### src/include/edpc_defs.vh
`ifndef EDPC_DEFS_VH
`define EDPC_DEFS_VH

// Register byte offsets
`define EDPC_ADDR_W           12
`define EDPC_OFF_CTRL         12'h000
`define EDPC_OFF_INT_STAT     12'h004
`define EDPC_OFF_INT_MASK     12'h008

// Control/status register fields
`define EDPC_B_EN             15
`define EDPC_B_AUTO_UP        14
`define EDPC_B_AUTO_DOWN      13
`define EDPC_B_MAN            12
`define EDPC_B_BURST_DIS      11
`define EDPC_B_PWR            10
`define EDPC_B_ERR_MET        9
`define EDPC_B_DATA_MET       8
`define EDPC_F_ERR_THR        7:4
`define EDPC_F_DATA_THR       3:0
`define EDPC_F_HI_BYTE        15:8
`define EDPC_F_LO_BYTE        7:0
`define EDPC_THR_W            4

// Reset values
`define EDPC_RST_AUTO_UP      1'b1
`define EDPC_RST_AUTO_DOWN    1'b1
`define EDPC_RST_THR          4'h1

// Interrupt status and mask layout
`define EDPC_INT_W            3
`define EDPC_I_DATA           0
`define EDPC_I_ERR            1
`define EDPC_I_PWR            2
`define EDPC_F_INT            2:0

// Power states, one-hot
`define EDPC_ST_DOWN          2'h1
`define EDPC_ST_UP            2'h2

// Bus responses
`define EDPC_RESP_OKAY        2'h0
`define EDPC_RESP_SLVERR      2'h2

// Timing
`define EDPC_CLK_PERIOD_NS    50
`define EDPC_IDLE_TIME_MS     2000
`define EDPC_IDLE_CYCLES      (`EDPC_IDLE_TIME_MS * (1000000 / `EDPC_CLK_PERIOD_NS))
`define EDPC_PULSE_GAP_NS     1000
`define EDPC_PULSE_GAP_CYCLES (`EDPC_PULSE_GAP_NS / `EDPC_CLK_PERIOD_NS)
`define EDPC_BURST_LEN        4

`endif

### src/logic/edpc_event_counter.v
`timescale 1ns/1ps
`default_nettype none
`include "edpc_defs.vh"

module edpc_event_counter #(
	parameter WIDTH = `EDPC_THR_W
) (
	input  wire             aclk,
	input  wire             aresetn,
	input  wire             clr,
	input  wire             evt,
	input  wire [WIDTH-1:0] thresh,
	output reg              met_r
);
	reg  [WIDTH-1:0] cnt_r;
	wire [WIDTH-1:0] cnt_nxt;

	// Saturates so a noisy line cannot wrap the count back below threshold
	assign cnt_nxt = (evt && (cnt_r != {WIDTH{1'b1}})) ? cnt_r + {{(WIDTH-1){1'b0}}, 1'b1} : cnt_r;

	always @(posedge aclk) begin
		if (!aresetn || clr) begin
			cnt_r <= {WIDTH{1'b0}};
			met_r <= 1'b0;
		end else begin
			cnt_r <= cnt_nxt;
			met_r <= (cnt_nxt >= thresh) && (cnt_nxt != {WIDTH{1'b0}});
		end
	end
endmodule // edpc_event_counter

`default_nettype wire

### src/logic/edpc_pulse_burst.v
`timescale 1ns/1ps
`default_nettype none
`include "edpc_defs.vh"

module edpc_pulse_burst #(
	parameter BURST_LEN  = `EDPC_BURST_LEN,
	parameter GAP_CYCLES = `EDPC_PULSE_GAP_CYCLES
) (
	input  wire aclk,
	input  wire aresetn,
	input  wire start,
	input  wire single,
	output reg  pulse_r
);
	localparam [31:0] LEN_FULL = BURST_LEN;
	localparam [31:0] GAP_FULL = GAP_CYCLES - 1;
	// Limitation: burst length up to 15 and gap up to 65536 cycles fit these counters
	localparam [3:0]  LEN      = LEN_FULL[3:0];
	localparam [15:0] GAP_LAST = GAP_FULL[15:0];

	reg [3:0]  left_r;
	reg [15:0] gap_r;

	always @(posedge aclk) begin
		if (!aresetn) begin
			left_r  <= 4'h0;
			gap_r   <= 16'h0000;
			pulse_r <= 1'b0;
		end else begin
			pulse_r <= 1'b0;
			if (start) begin
				left_r <= single ? 4'h1 : LEN;
				gap_r  <= 16'h0000;
			end else if (left_r != 4'h0) begin
				if (gap_r == 16'h0000) begin
					pulse_r <= 1'b1;
					left_r  <= left_r - 4'h1;
					gap_r   <= GAP_LAST;
				end else begin
					gap_r <= gap_r - 16'h0001;
				end
			end
		end
	end
endmodule // edpc_pulse_burst

`default_nettype wire

### src/logic/edpc_top.v
// Design decisions made here: the register addresses and the AXI4-Lite slave port.
`timescale 1ns/1ps
`default_nettype none
`include "edpc_defs.vh"

// Summary of operation
// - Energy detect acts only while enable bit 15 is set; reset value from strap.
// - Auto power-up bit 14, default 1, powers up once data threshold reached.
// - Auto power-down bit 13, default 1, powers down when line has no energy.
// - Self-clearing bit 12 toggles power state ignoring thresholds and timers.
// - With burst disable 0, send four detect pulses at each power-up made while energy detect is enabled.
// - With burst disable set, send one detect pulse at each power-up made while energy detect is enabled.
// - Read-only bit 10 shows power state, 1 up, 0 down.
// - Bit 9 flags error threshold met, no action taken, cleared on read.
// - Bit 8 flags data count reached threshold, cleared on read.
// - Bits 7:4 hold error threshold, reset 0001.
// - Bits 3:0 hold data threshold, reset 0001.
// - Event counters reset after two seconds without a data event.
module edpc_top #(
	parameter ADDR_W      = `EDPC_ADDR_W,
	parameter IDLE_CYCLES = `EDPC_IDLE_CYCLES
) (
	input  wire              aclk,
	input  wire              aresetn,
	input  wire [ADDR_W-1:0] s_axi_awaddr,
	input  wire [2:0]        s_axi_awprot,
	input  wire              s_axi_awvalid,
	output reg               s_axi_awready,
	input  wire [31:0]       s_axi_wdata,
	input  wire [3:0]        s_axi_wstrb,
	input  wire              s_axi_wvalid,
	output reg               s_axi_wready,
	output reg  [1:0]        s_axi_bresp,
	output reg               s_axi_bvalid,
	input  wire              s_axi_bready,
	input  wire [ADDR_W-1:0] s_axi_araddr,
	input  wire [2:0]        s_axi_arprot,
	input  wire              s_axi_arvalid,
	output reg               s_axi_arready,
	output reg  [31:0]       s_axi_rdata,
	output reg  [1:0]        s_axi_rresp,
	output reg               s_axi_rvalid,
	input  wire              s_axi_rready,
	input  wire              energy_detect_strap,
	input  wire              data_event,
	input  wire              error_event,
	input  wire              no_energy,
	output reg               line_driver_power_r,
	output wire              detect_pulse,
	output reg               irq_r
);
	localparam [31:0] IDLE_LAST = IDLE_CYCLES - 1;
	localparam [1:0]  ST_DOWN   = `EDPC_ST_DOWN;
	localparam [1:0]  ST_UP     = `EDPC_ST_UP;

	// One-hot register select: [0] control, [1] int status, [2] int mask
	function [2:0] reg_sel;
		input [ADDR_W-1:0] a;
		begin
			reg_sel = {a == `EDPC_OFF_INT_MASK, a == `EDPC_OFF_INT_STAT, a == `EDPC_OFF_CTRL};
		end
	endfunction

	reg                   energy_detect_enable;
	reg                   auto_power_up_enable;
	reg                   auto_power_down_enable;
	reg                   manual_power_toggle;
	reg                   pulse_burst_disable;
	reg                   error_threshold_met;
	reg                   data_threshold_met;
	reg  [`EDPC_THR_W-1:0] error_event_threshold;
	reg  [`EDPC_THR_W-1:0] data_event_threshold;
	reg                   strap_done_r;
	reg  [1:0]            state_r;
	reg  [1:0]            state_nxt;
	reg  [31:0]           idle_cnt_r;
	reg                   idle_to_r;
	reg                   data_lvl_d_r;
	reg                   err_lvl_d_r;
	reg  [`EDPC_INT_W-1:0] int_stat_r;
	reg  [`EDPC_INT_W-1:0] int_mask_r;
	reg  [`EDPC_INT_W-1:0] int_set;
	reg                   aw_full_r;
	reg                   w_full_r;
	reg  [ADDR_W-1:0]     awaddr_r;
	reg  [31:0]           wdata_r;
	reg  [3:0]            wstrb_r;
	reg  [1:0]            cor_snap_r;
	reg  [15:0]           ctrl_rd;
	wire                  data_lvl;
	wire                  err_lvl;
	wire                  cnt_clr;
	wire                  pwr_chg;
	wire                  wr_do;
	wire [2:0]            wsel;
	wire [2:0]            rsel;
	wire                  rd_done;
	wire                  data_rise;
	wire                  err_rise;

	assign wr_do     = aw_full_r && w_full_r && !s_axi_bvalid;
	assign wsel      = reg_sel(awaddr_r);
	assign rsel      = reg_sel(s_axi_araddr);
	assign rd_done   = s_axi_rvalid && s_axi_rready;
	assign pwr_chg   = (state_nxt != state_r) && energy_detect_enable;
	assign cnt_clr   = idle_to_r || pwr_chg || !energy_detect_enable;
	assign data_rise = data_lvl && !data_lvl_d_r;
	assign err_rise  = err_lvl && !err_lvl_d_r;

	edpc_event_counter #(.WIDTH(`EDPC_THR_W)) u_data_cnt (
		.aclk    (aclk),
		.aresetn (aresetn),
		.clr     (cnt_clr),
		.evt     (data_event),
		.thresh  (data_event_threshold),
		.met_r   (data_lvl)
	);

	edpc_event_counter #(.WIDTH(`EDPC_THR_W)) u_err_cnt (
		.aclk    (aclk),
		.aresetn (aresetn),
		.clr     (cnt_clr),
		.evt     (error_event),
		.thresh  (error_event_threshold),
		.met_r   (err_lvl)
	);

	// Burst starts on each power-up while energy detect is enabled, not when clearing the enable powers the driver
	edpc_pulse_burst #(
		.BURST_LEN  (`EDPC_BURST_LEN),
		.GAP_CYCLES (`EDPC_PULSE_GAP_CYCLES)
	) u_burst (
		.aclk    (aclk),
		.aresetn (aresetn),
		.start   (pwr_chg && (state_nxt == ST_UP)),
		.single  (pulse_burst_disable),
		.pulse_r (detect_pulse)
	);

	// Power state decision; error counts never move it
	always @* begin
		state_nxt = state_r;
		case (state_r)
			ST_DOWN: begin
				if (manual_power_toggle) begin
					state_nxt = ST_UP;
				end else if (auto_power_up_enable && data_lvl) begin
					state_nxt = ST_UP;
				end
			end
			ST_UP: begin
				if (manual_power_toggle) begin
					state_nxt = ST_DOWN;
				end else if (auto_power_down_enable && no_energy) begin
					state_nxt = ST_DOWN;
				end
			end
			default: state_nxt = ST_UP;
		endcase
		// Without energy detect the port simply stays powered
		if (!energy_detect_enable) begin
			state_nxt = ST_UP;
		end
	end

	always @(posedge aclk) begin
		if (!aresetn) begin
			state_r             <= ST_UP;
			line_driver_power_r <= 1'b1;
			idle_cnt_r          <= 32'h00000000;
			idle_to_r           <= 1'b0;
			data_lvl_d_r        <= 1'b0;
			err_lvl_d_r         <= 1'b0;
		end else begin
			state_r             <= state_nxt;
			line_driver_power_r <= (state_nxt == ST_UP);
			data_lvl_d_r        <= data_lvl;
			err_lvl_d_r         <= err_lvl;
			idle_to_r           <= 1'b0;
			if (data_event || !energy_detect_enable) begin
				idle_cnt_r <= 32'h00000000;
			end else if (idle_cnt_r == IDLE_LAST) begin
				idle_cnt_r <= 32'h00000000;
				idle_to_r  <= 1'b1;
			end else begin
				idle_cnt_r <= idle_cnt_r + 32'h00000001;
			end
		end
	end

	always @* begin
		int_set                = {`EDPC_INT_W{1'b0}};
		int_set[`EDPC_I_DATA]  = data_rise;
		int_set[`EDPC_I_ERR]   = err_rise;
		int_set[`EDPC_I_PWR]   = pwr_chg;
		ctrl_rd                = 16'h0000;
		ctrl_rd[`EDPC_B_EN]        = energy_detect_enable;
		ctrl_rd[`EDPC_B_AUTO_UP]   = auto_power_up_enable;
		ctrl_rd[`EDPC_B_AUTO_DOWN] = auto_power_down_enable;
		ctrl_rd[`EDPC_B_MAN]       = manual_power_toggle;
		ctrl_rd[`EDPC_B_BURST_DIS] = pulse_burst_disable;
		ctrl_rd[`EDPC_B_PWR]       = (state_r == ST_UP);
		ctrl_rd[`EDPC_B_ERR_MET]   = error_threshold_met;
		ctrl_rd[`EDPC_B_DATA_MET]  = data_threshold_met;
		ctrl_rd[`EDPC_F_ERR_THR]   = error_event_threshold;
		ctrl_rd[`EDPC_F_DATA_THR]  = data_event_threshold;
	end

	// Register file and flags
	always @(posedge aclk) begin
		if (!aresetn) begin
			energy_detect_enable   <= 1'b0;
			strap_done_r           <= 1'b0;
			auto_power_up_enable   <= `EDPC_RST_AUTO_UP;
			auto_power_down_enable <= `EDPC_RST_AUTO_DOWN;
			manual_power_toggle    <= 1'b0;
			pulse_burst_disable    <= 1'b0;
			error_event_threshold  <= `EDPC_RST_THR;
			data_event_threshold   <= `EDPC_RST_THR;
			error_threshold_met    <= 1'b0;
			data_threshold_met     <= 1'b0;
			int_stat_r             <= {`EDPC_INT_W{1'b0}};
			int_mask_r             <= {`EDPC_INT_W{1'b0}};
			irq_r                  <= 1'b0;
		end else begin
			// Strap is caught once, on the first edge after reset release
			if (!strap_done_r) begin
				strap_done_r         <= 1'b1;
				energy_detect_enable <= energy_detect_strap;
			end
			// Manual request is consumed by the state machine in one cycle
			manual_power_toggle <= 1'b0;
			if (wr_do && wsel[0] && s_axi_bresp == `EDPC_RESP_OKAY) begin
				if (wstrb_r[1]) begin
					if (strap_done_r) begin
						energy_detect_enable <= wdata_r[`EDPC_B_EN];
					end
					auto_power_up_enable   <= wdata_r[`EDPC_B_AUTO_UP];
					auto_power_down_enable <= wdata_r[`EDPC_B_AUTO_DOWN];
					manual_power_toggle    <= wdata_r[`EDPC_B_MAN];
					pulse_burst_disable    <= wdata_r[`EDPC_B_BURST_DIS];
				end
				if (wstrb_r[0]) begin
					error_event_threshold <= wdata_r[`EDPC_F_ERR_THR];
					data_event_threshold  <= wdata_r[`EDPC_F_DATA_THR];
				end
			end
			// Only bits returned by the finished read are cleared; new sets win
			error_threshold_met <= (error_threshold_met && !(rd_done && cor_snap_r[1]))
				|| err_rise;
			data_threshold_met  <= (data_threshold_met && !(rd_done && cor_snap_r[0]))
				|| data_rise;
			if (wr_do && wsel[2] && wstrb_r[0]) begin
				int_mask_r <= wdata_r[`EDPC_F_INT];
			end
			if (wr_do && wsel[1] && wstrb_r[0]) begin
				int_stat_r <= (int_stat_r & ~wdata_r[`EDPC_F_INT]) | int_set;
			end else begin
				int_stat_r <= int_stat_r | int_set;
			end
			irq_r <= |(int_stat_r & int_mask_r);
		end
	end

	// AXI4-Lite slave: address and data taken in either order, one of each in flight
	always @(posedge aclk) begin
		if (!aresetn) begin
			s_axi_awready <= 1'b1;
			s_axi_wready  <= 1'b1;
			s_axi_bvalid  <= 1'b0;
			s_axi_bresp   <= `EDPC_RESP_OKAY;
			s_axi_arready <= 1'b1;
			s_axi_rvalid  <= 1'b0;
			s_axi_rdata   <= 32'h00000000;
			s_axi_rresp   <= `EDPC_RESP_OKAY;
			aw_full_r     <= 1'b0;
			w_full_r      <= 1'b0;
			awaddr_r      <= {ADDR_W{1'b0}};
			wdata_r       <= 32'h00000000;
			wstrb_r       <= 4'h0;
			cor_snap_r    <= 2'h0;
		end else begin
			if (s_axi_awvalid && s_axi_awready) begin
				s_axi_awready <= 1'b0;
				aw_full_r     <= 1'b1;
				awaddr_r      <= s_axi_awaddr;
				s_axi_bresp   <= (reg_sel(s_axi_awaddr) != 3'h0) ? `EDPC_RESP_OKAY
					: `EDPC_RESP_SLVERR;
			end
			if (s_axi_wvalid && s_axi_wready) begin
				s_axi_wready <= 1'b0;
				w_full_r     <= 1'b1;
				wdata_r      <= s_axi_wdata;
				wstrb_r      <= s_axi_wstrb;
			end
			if (wr_do) begin
				aw_full_r    <= 1'b0;
				w_full_r     <= 1'b0;
				s_axi_bvalid <= 1'b1;
			end
			if (s_axi_bvalid && s_axi_bready) begin
				s_axi_bvalid  <= 1'b0;
				s_axi_awready <= 1'b1;
				s_axi_wready  <= 1'b1;
			end
			if (s_axi_arvalid && s_axi_arready) begin
				s_axi_arready <= 1'b0;
				s_axi_rvalid  <= 1'b1;
				s_axi_rresp   <= (rsel != 3'h0) ? `EDPC_RESP_OKAY : `EDPC_RESP_SLVERR;
				s_axi_rdata   <= rsel[0] ? {16'h0000, ctrl_rd}
					: rsel[1] ? {29'h00000000, int_stat_r}
					: rsel[2] ? {29'h00000000, int_mask_r} : 32'h00000000;
				cor_snap_r    <= rsel[0] ? {error_threshold_met, data_threshold_met}
					: 2'h0;
			end
			if (rd_done) begin
				s_axi_rvalid  <= 1'b0;
				s_axi_arready <= 1'b1;
				cor_snap_r    <= 2'h0;
			end
		end
	end
endmodule // edpc_top

`default_nettype wire

### config.mk
export PLATFORM = sky130hd
export DESIGN_NAME = edpc_top
export DESIGN_NICKNAME = d
export VERILOG_FILES = /design/src/logic/edpc_event_counter.v /design/src/logic/edpc_pulse_burst.v /design/src/logic/edpc_top.v
export VERILOG_INCLUDE_DIRS = /design/src /design/src/include
export SDC_FILE = /design/constraint.sdc
export NUM_CORES = 1
export LEC_CHECK = 0
export BUFFER_PORTS_ARGS = -buffer_cell sky130_fd_sc_hd__buf_4
export CORE_MARGIN = 2
export CORE_UTILIZATION = 60
export CTS_CLUSTER_SIZE = 24
export DETAILED_ROUTE_END_ITERATION = 12
export HOLD_SLACK_MARGIN = 0.15
export PLACE_DENSITY_LB_ADDON = 0.12
export SKIP_LAST_GASP = 1
export SLEW_MARGIN = 20
export SYNTH_ARGS = -nofsm -noshare
export SYNTH_HDL_FRONTEND = slang
export SYNTH_SLANG_ARGS = --single-unit
### constraint.sdc
create_clock -name aclk -period 5.4 [get_ports aclk]
set_clock_uncertainty 0.2 [all_clocks]
set_input_delay 0.54 -clock aclk [delete_from_list [all_inputs] [get_ports aclk]]
set_output_delay 0.54 -clock aclk [all_outputs]
set_load 0.03 [all_outputs]
==> flow_results.org, run 1 <==
** Setup path
- Of all nets on the critical path, the largest fanout is 7.
- The worst setup path is of the register to register kind.
- Biggest cell delay along the critical path :: 0.81 ns
- The worst setup path is launched from a register.
- Crit path cell chain :: inv_1 > ha_1 > nand2b_1 > nor4b_1 > a211oi_1 > a211oi_1 > a2111oi_0
- Required time of the critical path :: 5.56 ns
- Most frequent cell on the critical path :: sky130_fd_sc_hd__a211oi_1
- Together, buffers and inverters on the worst path number 1.
- The worst setup path is captured at a register.
- At the worst endpoint, the arrival time is 3.00 ns.
- The slowest stage of the critical path is the sky130_fd_sc_hd__a211oi_1 cell.
- Grouping stages by cell kind, the critical path spends the most delay in compound AO/OA/AOI/OAI gates.

** Clock network
- Clock Sink Count :: 146
- TritonCTS built the clock tree.
- The H-tree generated during clock tree synthesis spans 4 levels.
- Worst-path clk slew :: 0.06 ns
- The number of gates resized after CTS was 0.
- Longest Clk Path Bufs :: 2
- TritonCTS created 17 clock buffers.
- Clock latency on the worst-skew pair :: 0.52 ns
- Clock tree root driver cell :: sky130_fd_sc_hd__clkbuf_8

** Logic synthesis
- Flop and latch count out of synthesis :: 146
- The most used flip-flop cell after synthesis is sky130_fd_sc_hd__dfxtp_1.
- Leading post-synthesis cells by cell area :: sky130_fd_sc_hd__dfxtp_1 45%, sky130_fd_sc_hd__nand2_1 5.5%, sky130_fd_sc_hd__nor2_1 4.6%, sky130_fd_sc_hd__a21oi_1 4.3%, sky130_fd_sc_hd__ha_1 3.3%
- The Yosys step of the flow raised 0 warnings.
- The synthesized netlist occupies a cell area of 6472 sq um.
- Among all cell types in the netlist, the one instantiated most often is sky130_fd_sc_hd__dfxtp_1.
- A synthesized cell averages 8.770 sq um.
- Counting flops with an async set or reset pin after synthesis yields a share of 0%.
- Yosys top cell by area :: sky130_fd_sc_hd__dfxtp_1
- Sequential share of the synthesized area :: 45.16%
- Synthesis produced a netlist whose cell count is 738.
- Synthesis instantiated 58 different standard cells from the library.
- Top cells by count, synth :: 146 x sky130_fd_sc_hd__dfxtp_1, 94 x sky130_fd_sc_hd__nand2_1, 80 x sky130_fd_sc_hd__nor2_1, 56 x sky130_fd_sc_hd__a21oi_1, 28 x sky130_fd_sc_hd__inv_1
- The synthesized design contains 0 enable-type register cells.
- Top cell type's share of synthesized area :: 45.16%

** GRT
- Number of antenna violations at the first check in global routing :: 0
- Global routing used 26.20% of the available tracks.
- Largest net degree at the start of global routing :: 47
- The first global-routing pass estimated 24,100 um of wire.
- The via count of the first global-routing pass was 5,266.
- Summed over all layers, the global routing overflow is 0.

** Detailed routing
- Remaining DRCs :: 0
- Before antenna repair, the detailed router went through 7 iterations.
- The final route contains 5,499 vias.
- The final layout contains routed wiring with a total length of 14,720 um.
- In this run, the number of DRC markers left after iteration 0 of detailed routing was 369.
- In this run the remaining antenna-violating nets after routing total 0.
- In the routed layout, each cell is associated on average with a via count of 5.527.
- After detailed routing, the average wire length per cell comes to 14.80 um.

** Layout
- Synthesis-to-layout area growth :: 23.16%
- Summing all multi-input logic gate instances after layout gives 3247 sq um.
- With fillers left out, the area of the finished cells amounts to 7971 sq um.
- Fraction of final layout cells with drive strength greater than 1 :: 14.67%
- Filler Cells Inserted :: 740
- The final layout contains 940 nets.
- Area occupied by registers :: 2923 sq um
- The repair_antennas step left the layout with diodes totalling 0.

** Timing
- For this run, the top clock speed supported by timing is 0.3524 GHz.
- Tcrit/Tclk final :: 52.54%
- For the final routed database, the setup TNS stands at 0 ns.
- Hold WS :: 0.1905 ns
- Relative max-transition margin :: 35.69%
- The total count of hold-check failures in the final report was 0.
- Setup violations remaining at the end of the flow were counted as 0.
- The clock period could shrink to 2.837 ns.
- Setup repair after global routing left no endpoint under its margin.
- Final worst slack :: 2.563 ns
- At the pin with the least slew margin, the transition time is 0.9589 ns.
- Pins over their slew limit :: 0

** Placed design
- IO buf count :: 75
- The congestion estimate from routability-driven global placement came to 0.8778.
- Pre-CTS setup slack :: 2.623 ns
- After detailed placement, the total cell area comes to 7027 sq um.
- Summed over all nets, the half-perimeter wirelength after detailed placement is 9878 um.

** Die
- IO Pins :: 121
- Core region area :: 10,420 sq um
- In this run the core area contains 37 standard-cell rows.
- Floorplan die height :: 107.9 um
- Die width :: 107.9 um
- For this configuration, the core starts out at a cell density of 62.14%.
- Die area :: 11,630 sq um

** Flow run
- The tool flagged a number of max-cap violations equal to 0.

** Status
- The flow ran to the end, and the final reports show no timing, DRC or antenna violations.

** Power and ir drop
- Leakage power :: 0.003217 uW
- The design draws 2957 uW.
- Peak supply drop :: 256.6 uV
- Areal power density over the cells :: 371.0 nW/um^2

** Hold path
- Hold Path Class :: primary input to register
[stage by stage]
step / std cells / util (%)
floorplan: 755 / -
global placement: 924 / 67.46
detailed placement: 924 / 67.46
CTS: 995 / 76.53
global route: 995 / 76.53
finish: 995 / 76.53
[layout by cell type (no fill, tap or decap), types with 11 or more instances in the layout]
master / n
sky130_fd_sc_hd__nor2_1: 80
sky130_fd_sc_hd__xnor2_1: 23
sky130_fd_sc_hd__nand4_1: 11
sky130_fd_sc_hd__nand3_1: 23
sky130_fd_sc_hd__dfxtp_1: 146
sky130_fd_sc_hd__nand2_1: 94
sky130_fd_sc_hd__conb_1: 18
sky130_fd_sc_hd__mux2i_1: 19
sky130_fd_sc_hd__buf_4: 77
sky130_fd_sc_hd__and4_1: 19
sky130_fd_sc_hd__a21oi_1: 56
sky130_fd_sc_hd__nor3_1: 21
sky130_fd_sc_hd__inv_1: 28
sky130_fd_sc_hd__xor2_1: 23
sky130_fd_sc_hd__a22oi_1: 11
sky130_fd_sc_hd__ha_1: 17
sky130_fd_sc_hd__dlygate4sd3_1: 39
sky130_fd_sc_hd__clkbuf_16: 16
sky130_fd_sc_hd__nor4_1: 16
[kinds of logic (layout without fill, tap and decap cells)]
family / count (synthesis) / count (layout) / share of synthesized area [%]
AO/OA/AOI/OAI: 109 / 109 / 10.30
AND/OR/NAND/NOR: 324 / 324 / 25.85
adder cells (fa/ha/maj): 17 / 17 / 3.286
multiplexers: 22 / 22 / 3.460
other: 1 / 18 / 0.05794
buffers and inverters: 73 / 177 / 5.664
flip-flops: 146 / 146 / 45.16
XOR/XNOR: 46 / 46 / 6.225
[path summary, 6_finish.rpt]
check / slack [ns] / depth (start not counted) / from / endpoint
setup / recovery: 2.56 / 7 / state_r[0] / u_burst.gap_r[1]
hold / removal: 0.19 / 3 / s_axi_araddr[3] / s_axi_rresp[1]
setup reg to reg: 2.56 / 7 / state_r[0] / u_burst.gap_r[1]
hold reg to reg: 0.24 / 1 / strap_done_r / energy_detect_enable
[flip-flops by register name, summed over array words and instances (netlist names), 12 cells and up]
signal         cells
wdata_r           13
u_burst.gap_r     16
idle_cnt_r        32
awaddr_r          12
s_axi_rdata       16
[worst min-delay path, delay by kind of cell]
family	cells	cell delay (ns)
compound gates	2	0.22
buf+inv	1	0.11
[final cells by class]
| type | instances | share of cell area (%) |
|---|---|---|
| sequential | 146 | 36.67 |
| clock inverter | 12 | 1.366 |
| tap | 136 | 2.135 |
| inverter | 29 | 1.366 |
| timing repair buffer | 116 | 12.15 |
| multi-input combinational | 536 | 40.73 |
| clock buffer | 20 | 5.588 |
[per-layer routing]
layer / vias to the layer above / GRT usage [%] / routed length, um
met2: 154 / 44.16 / 7198
met4: 0 / 9.615 / 201
met1: 2570 / 33.03 / 6595
met3: 18 / 5.508 / 726
li1: 2757 / - / -
met5: - / 0 / 0
[timing repair]
| action | 4_1_cts | 5_1_grt |
|---|---|---|
| hold buffers | 39 | 0 |
| endpoints found under the hold margin | 43 | 0 |
| buffers inserted | 0 | 0 |
[power breakdown]
part	switching, uW	internal [uW]
registers	57.7	1150
logic	375	288
clock network	450	635
total	883	2070
Power figures use the tool's default switching activity.
==> run 2, diff against run 1 <==
--- a/config.mk
+++ b/config.mk
@@ -8,7 +8,7 @@
 export LEC_CHECK = 0
 export BUFFER_PORTS_ARGS = -buffer_cell sky130_fd_sc_hd__buf_4
 export CORE_MARGIN = 2
-export CORE_UTILIZATION = 60
+export CORE_UTILIZATION = 50
 export CTS_CLUSTER_SIZE = 24
 export DETAILED_ROUTE_END_ITERATION = 12
 export HOLD_SLACK_MARGIN = 0.15
==> constraint.sdc (replaced) <==
create_clock -name aclk -period 2.54 [get_ports aclk]
set_clock_uncertainty 0.2 [all_clocks]
set_input_delay 0.254 -clock aclk [delete_from_list [all_inputs] [get_ports aclk]]
set_output_delay 0.254 -clock aclk [all_outputs]
set_load 0.03 [all_outputs]
==> run 2 against run 1 <==
Critical endpoint is now s_axi_rresp[1]. Flip-flop and latch count did not move. Total power rose by 130%. Non-clock buffer count rose by 19. Via count rose by 0.93%. Routed wire length rose by 1.7%. Global-route usage fell by 3.7 points. Highest routed layer unchanged. Sequential power rose by 110%. Count of clock-buffer cells in the layout rose by 1. Die area rose by 19%.
==> flow_results.org, run 2 (same netlist as run 1, synthesis figures left out) <==
** Setup path
- The worst setup path is captured at a register.
- Type of element launching the critical path :: primary input
- The critical path ends at s_axi_rresp[1].
- Number of cells on the worst reg-to-reg path :: 10 (+3)
- Crit path cell chain :: dlygate4sd3_1 > buf_4 > nor4_2 > dlygate4sd3_1 > buf_4 > a21oi_1 > dlygate4sd3_1
- The data arrival time at the worst-slack endpoint is 2.60 ns (-0.40 ns).
- The maximum fanout along the worst path is 4 (-3).
- The startpoint identified for the worst register-to-register timing path is u_data_cnt.cnt_r[0].
- For this design, the slowest cell found on the critical path is sky130_fd_sc_hd__dlygate4sd3_1.
- The most numerous cell type found on the critical path is sky130_fd_sc_hd__dlygate4sd3_1.
- Capture point of the worst reg-to-reg path :: u_data_cnt.met_r
- The most critical setup path has its startpoint at s_axi_araddr[10].
- The delay of the slowest cell on the worst path is 0.61 ns (-0.20 ns).
- Register-to-register setup slack :: 0.18 ns (-2.38 ns)
- The required time of the critical path is 2.65 ns (-2.91 ns).
- The critical path in this run is classified as primary input to register.

** Layout
- The register area came to 2924 sq um (about the same).
- Top Registers :: idle_cnt_r: 32 flops, s_axi_rdata: 16 flops, u_burst.gap_r: 16 flops
- Combined area of the multi-input logic cells :: 3277 sq um (+0.92%)
- The final core area utilization is 66.07% (-10 points).
- Most frequent standard cell in the layout excluding fill and tap cells :: sky130_fd_sc_hd__dfxtp_1
- Largest reg by FF count :: idle_cnt_r
- The total number of nets in the final design is 959 (+2.0%).
- Most frequent cells in the layout :: 145 x sky130_fd_sc_hd__dfxtp_1, 94 x sky130_fd_sc_hd__nand2_1, 89 x sky130_fd_sc_hd__buf_4
- The count of filler cells inserted in the layout was 1,045 (+41%).
- The flip-flop count of the largest register, all copies and words added came to 32 (unchanged).
- ANT cells :: 0 (unchanged)
- Synthesis-to-layout area growth :: 28.82%
- Fraction of final layout cells with drive strength greater than 1 :: 16.42% (+1.8 points)

** Clock network
- The cell sitting at the root of the clock tree is a sky130_fd_sc_hd__clkbuf_16.
- TritonCTS built the clock tree.
- The insertion delay of the later-clocked pin in the worst-skew pair is 0.42 ns (-0.10 ns).
- The CTS H-tree depth came to 4 (unchanged).
- The maximum root-to-sink buffer count was 2 (unchanged).
- The number of post-CTS setup repair buffers is 0 (unchanged).
- Worst-path clk slew :: 0.06 ns (about the same)
- Clock buffer count from CTS :: 17 (unchanged)
- The number of sinks handled by clock tree synthesis is 146 (unchanged).

** GRT
- The pin count of the biggest net entering global routing came to 32 (-32%).
- Number of global-route vias before repair :: 5,510 (+4.6%)
- The sum of overflow across all layers after global routing was 0 (unchanged).
- Overall global routing resource usage :: 22.47% (-3.7 points)
- The number of antenna violations at the first check in global routing is 0 (unchanged).
- First-pass GRT wire length :: 25,600 um (+6.2%)

** Detailed routing
- The number of routed nets with antenna violations came to 0 (unchanged).
- Number of detailed-route iterations in the first pass :: 4 (-3)
- Remaining DRCs :: 0 (unchanged)
- The routed length per instance is 14.27 um (-3.5%).
- The DRC violation total after the first TritonRoute iteration was 224 (-39%).
- The average vias per placed instance is 5.291 (-4.3%).
- Via count :: 5,550 (+0.93%)
- Final routed wirelength across all metal layers :: 14,970 um (+1.7%)

** Timing
- Pins over their slew limit :: 0 (unchanged)
- Tightest Pin Transition :: 0.5835 ns (-0.3754 ns)
- Relative max-transition margin :: 60.99% (+25 points)
- The number of setup violations in the final report came to 0 (unchanged).
- The worst path needs 2.487 ns of the cycle, external delays included.
- The total count of hold-check failures in the final report was 0 (unchanged).
- Setup TNS :: 0 ns (unchanged)
- Unrepaired setup endpoints after global routing :: false
- Tcrit/Tclk final :: 97.91%
- Maximum achievable frequency :: 0.4021 GHz

** Die
- Num rows :: 41 (+11%)
- The floorplan die width is 117.8 um (+9.2%).
- The initial core utilization is 51.29% (-11 points).
- Floorplan die height :: 117.8 um (+9.2%)
- IO Pins :: 121 (unchanged)
- Core region area :: 12,620 sq um (+21%)
- The floorplan die area was 13,870 sq um (+19%).

** Placed design
- The final HPWL from detailed placement came to 10,440 um (+5.7%).
- Final estimated routing congestion in global placement :: 0.8331 (-5.1%)
- IO buf count :: 75 (unchanged)

** Status
- Run status :: completed

** Power and ir drop
- The power per standard cell area was 832.1 nW/um^2 (+120%).
- The largest voltage drop on the vdd net came to 563.3 uV (+120%).
- Leakage power :: 0.003387 uW (+5.3%)

** Flow run
- The number of max-cap violations came to 0 (unchanged).

** Hold path
- Hold_sp :: s_axi_araddr[2]
- The min-delay analysis places its worst path in the category primary input to register.
run 2: cell types whose count changed in the layout (fill, tap and decap cells not counted), moves of 4 or more:
| cell | previous run | this run |
|---|---|---|
| sky130_fd_sc_hd__dlygate4sd3_1 | 39 | 45 |
| sky130_fd_sc_hd__bufinv_16 | 1 | 6 |
| sky130_fd_sc_hd__buf_4 | 77 | 89 |
| sky130_fd_sc_hd__clkinvlp_4 | 5 | 1 |
run 2: what timing repair did:
item,4_1_cts,5_1_grt
hold buffers,45,0
endpoints found under the hold margin,75,0
gates resized for setup,0,8
endpoints found under the setup margin,0,24
run 2: worst max-delay path: cells and delay by family:
kind | cells | cell delay (ns)
AO/OA/AOI/OAI | 1 | 0.06
buffers and inverters | 5 | 1.95
AND/OR/NAND/NOR | 1 | 0.33
run 2: worst min-delay path by stage:
stage | depth (start not counted) | endpoint
after floorplan | 0 | strap_done_r
after global placement | 1 | energy_detect_enable
after detailed placement | 1 | energy_detect_enable
after CTS | 6 | s_axi_rdata[1]
after global routing | 6 | s_axi_rdata[0]
final | 6 | s_axi_rdata[1]
run 2: layout make-up:
class / instances / share of cell area [%]
well taps: 172 / 2.581
clock buffers: 21 / 5.762
repair buffers: 135 / 13.55
flip-flops and latches: 146 / 35.07
multi-input cells: 536 / 39.30
clock inverters: 10 / 2.431
inverters: 29 / 1.306
run 2: through the flow:
stage / area, sq um / power (uW) / setup slack (ns) / hold slack, ns / instances
3_5_place_dp: 7169 / 4040 / 0.09235 / 0.2251 / 973
4_1_cts: 8303 / 6968 / 0.08882 / 0.1502 / 1049
2_1_floorplan: 6536 / 3699 / 0.2293 / 0.08172 / 755
5_1_grt: 8338 / 7289 / 0.002117 / 0.2075 / 1049
6_report: 8338 / 6938 / 0.05310 / 0.1556 / 1049
3_3_place_gp: 7169 / 3974 / 0.2157 / 0.2222 / 973
run 2: routing by layer:
metal	track usage [%]	part of all wire [%]	up-vias
li1	-	-	2794
met5	0	0	-
met1	27.39	44	2603
met2	38.34	50	127
met4	9.488	2.1	0
met3	4.845	4.2	26
run 2: where the power goes:
group | total [uW] | internal [uW] | switching (uW)
sequential | 2570 | 2450 | 124
clock | 2870 | 1930 | 930
combinational | 1500 | 692 | 807
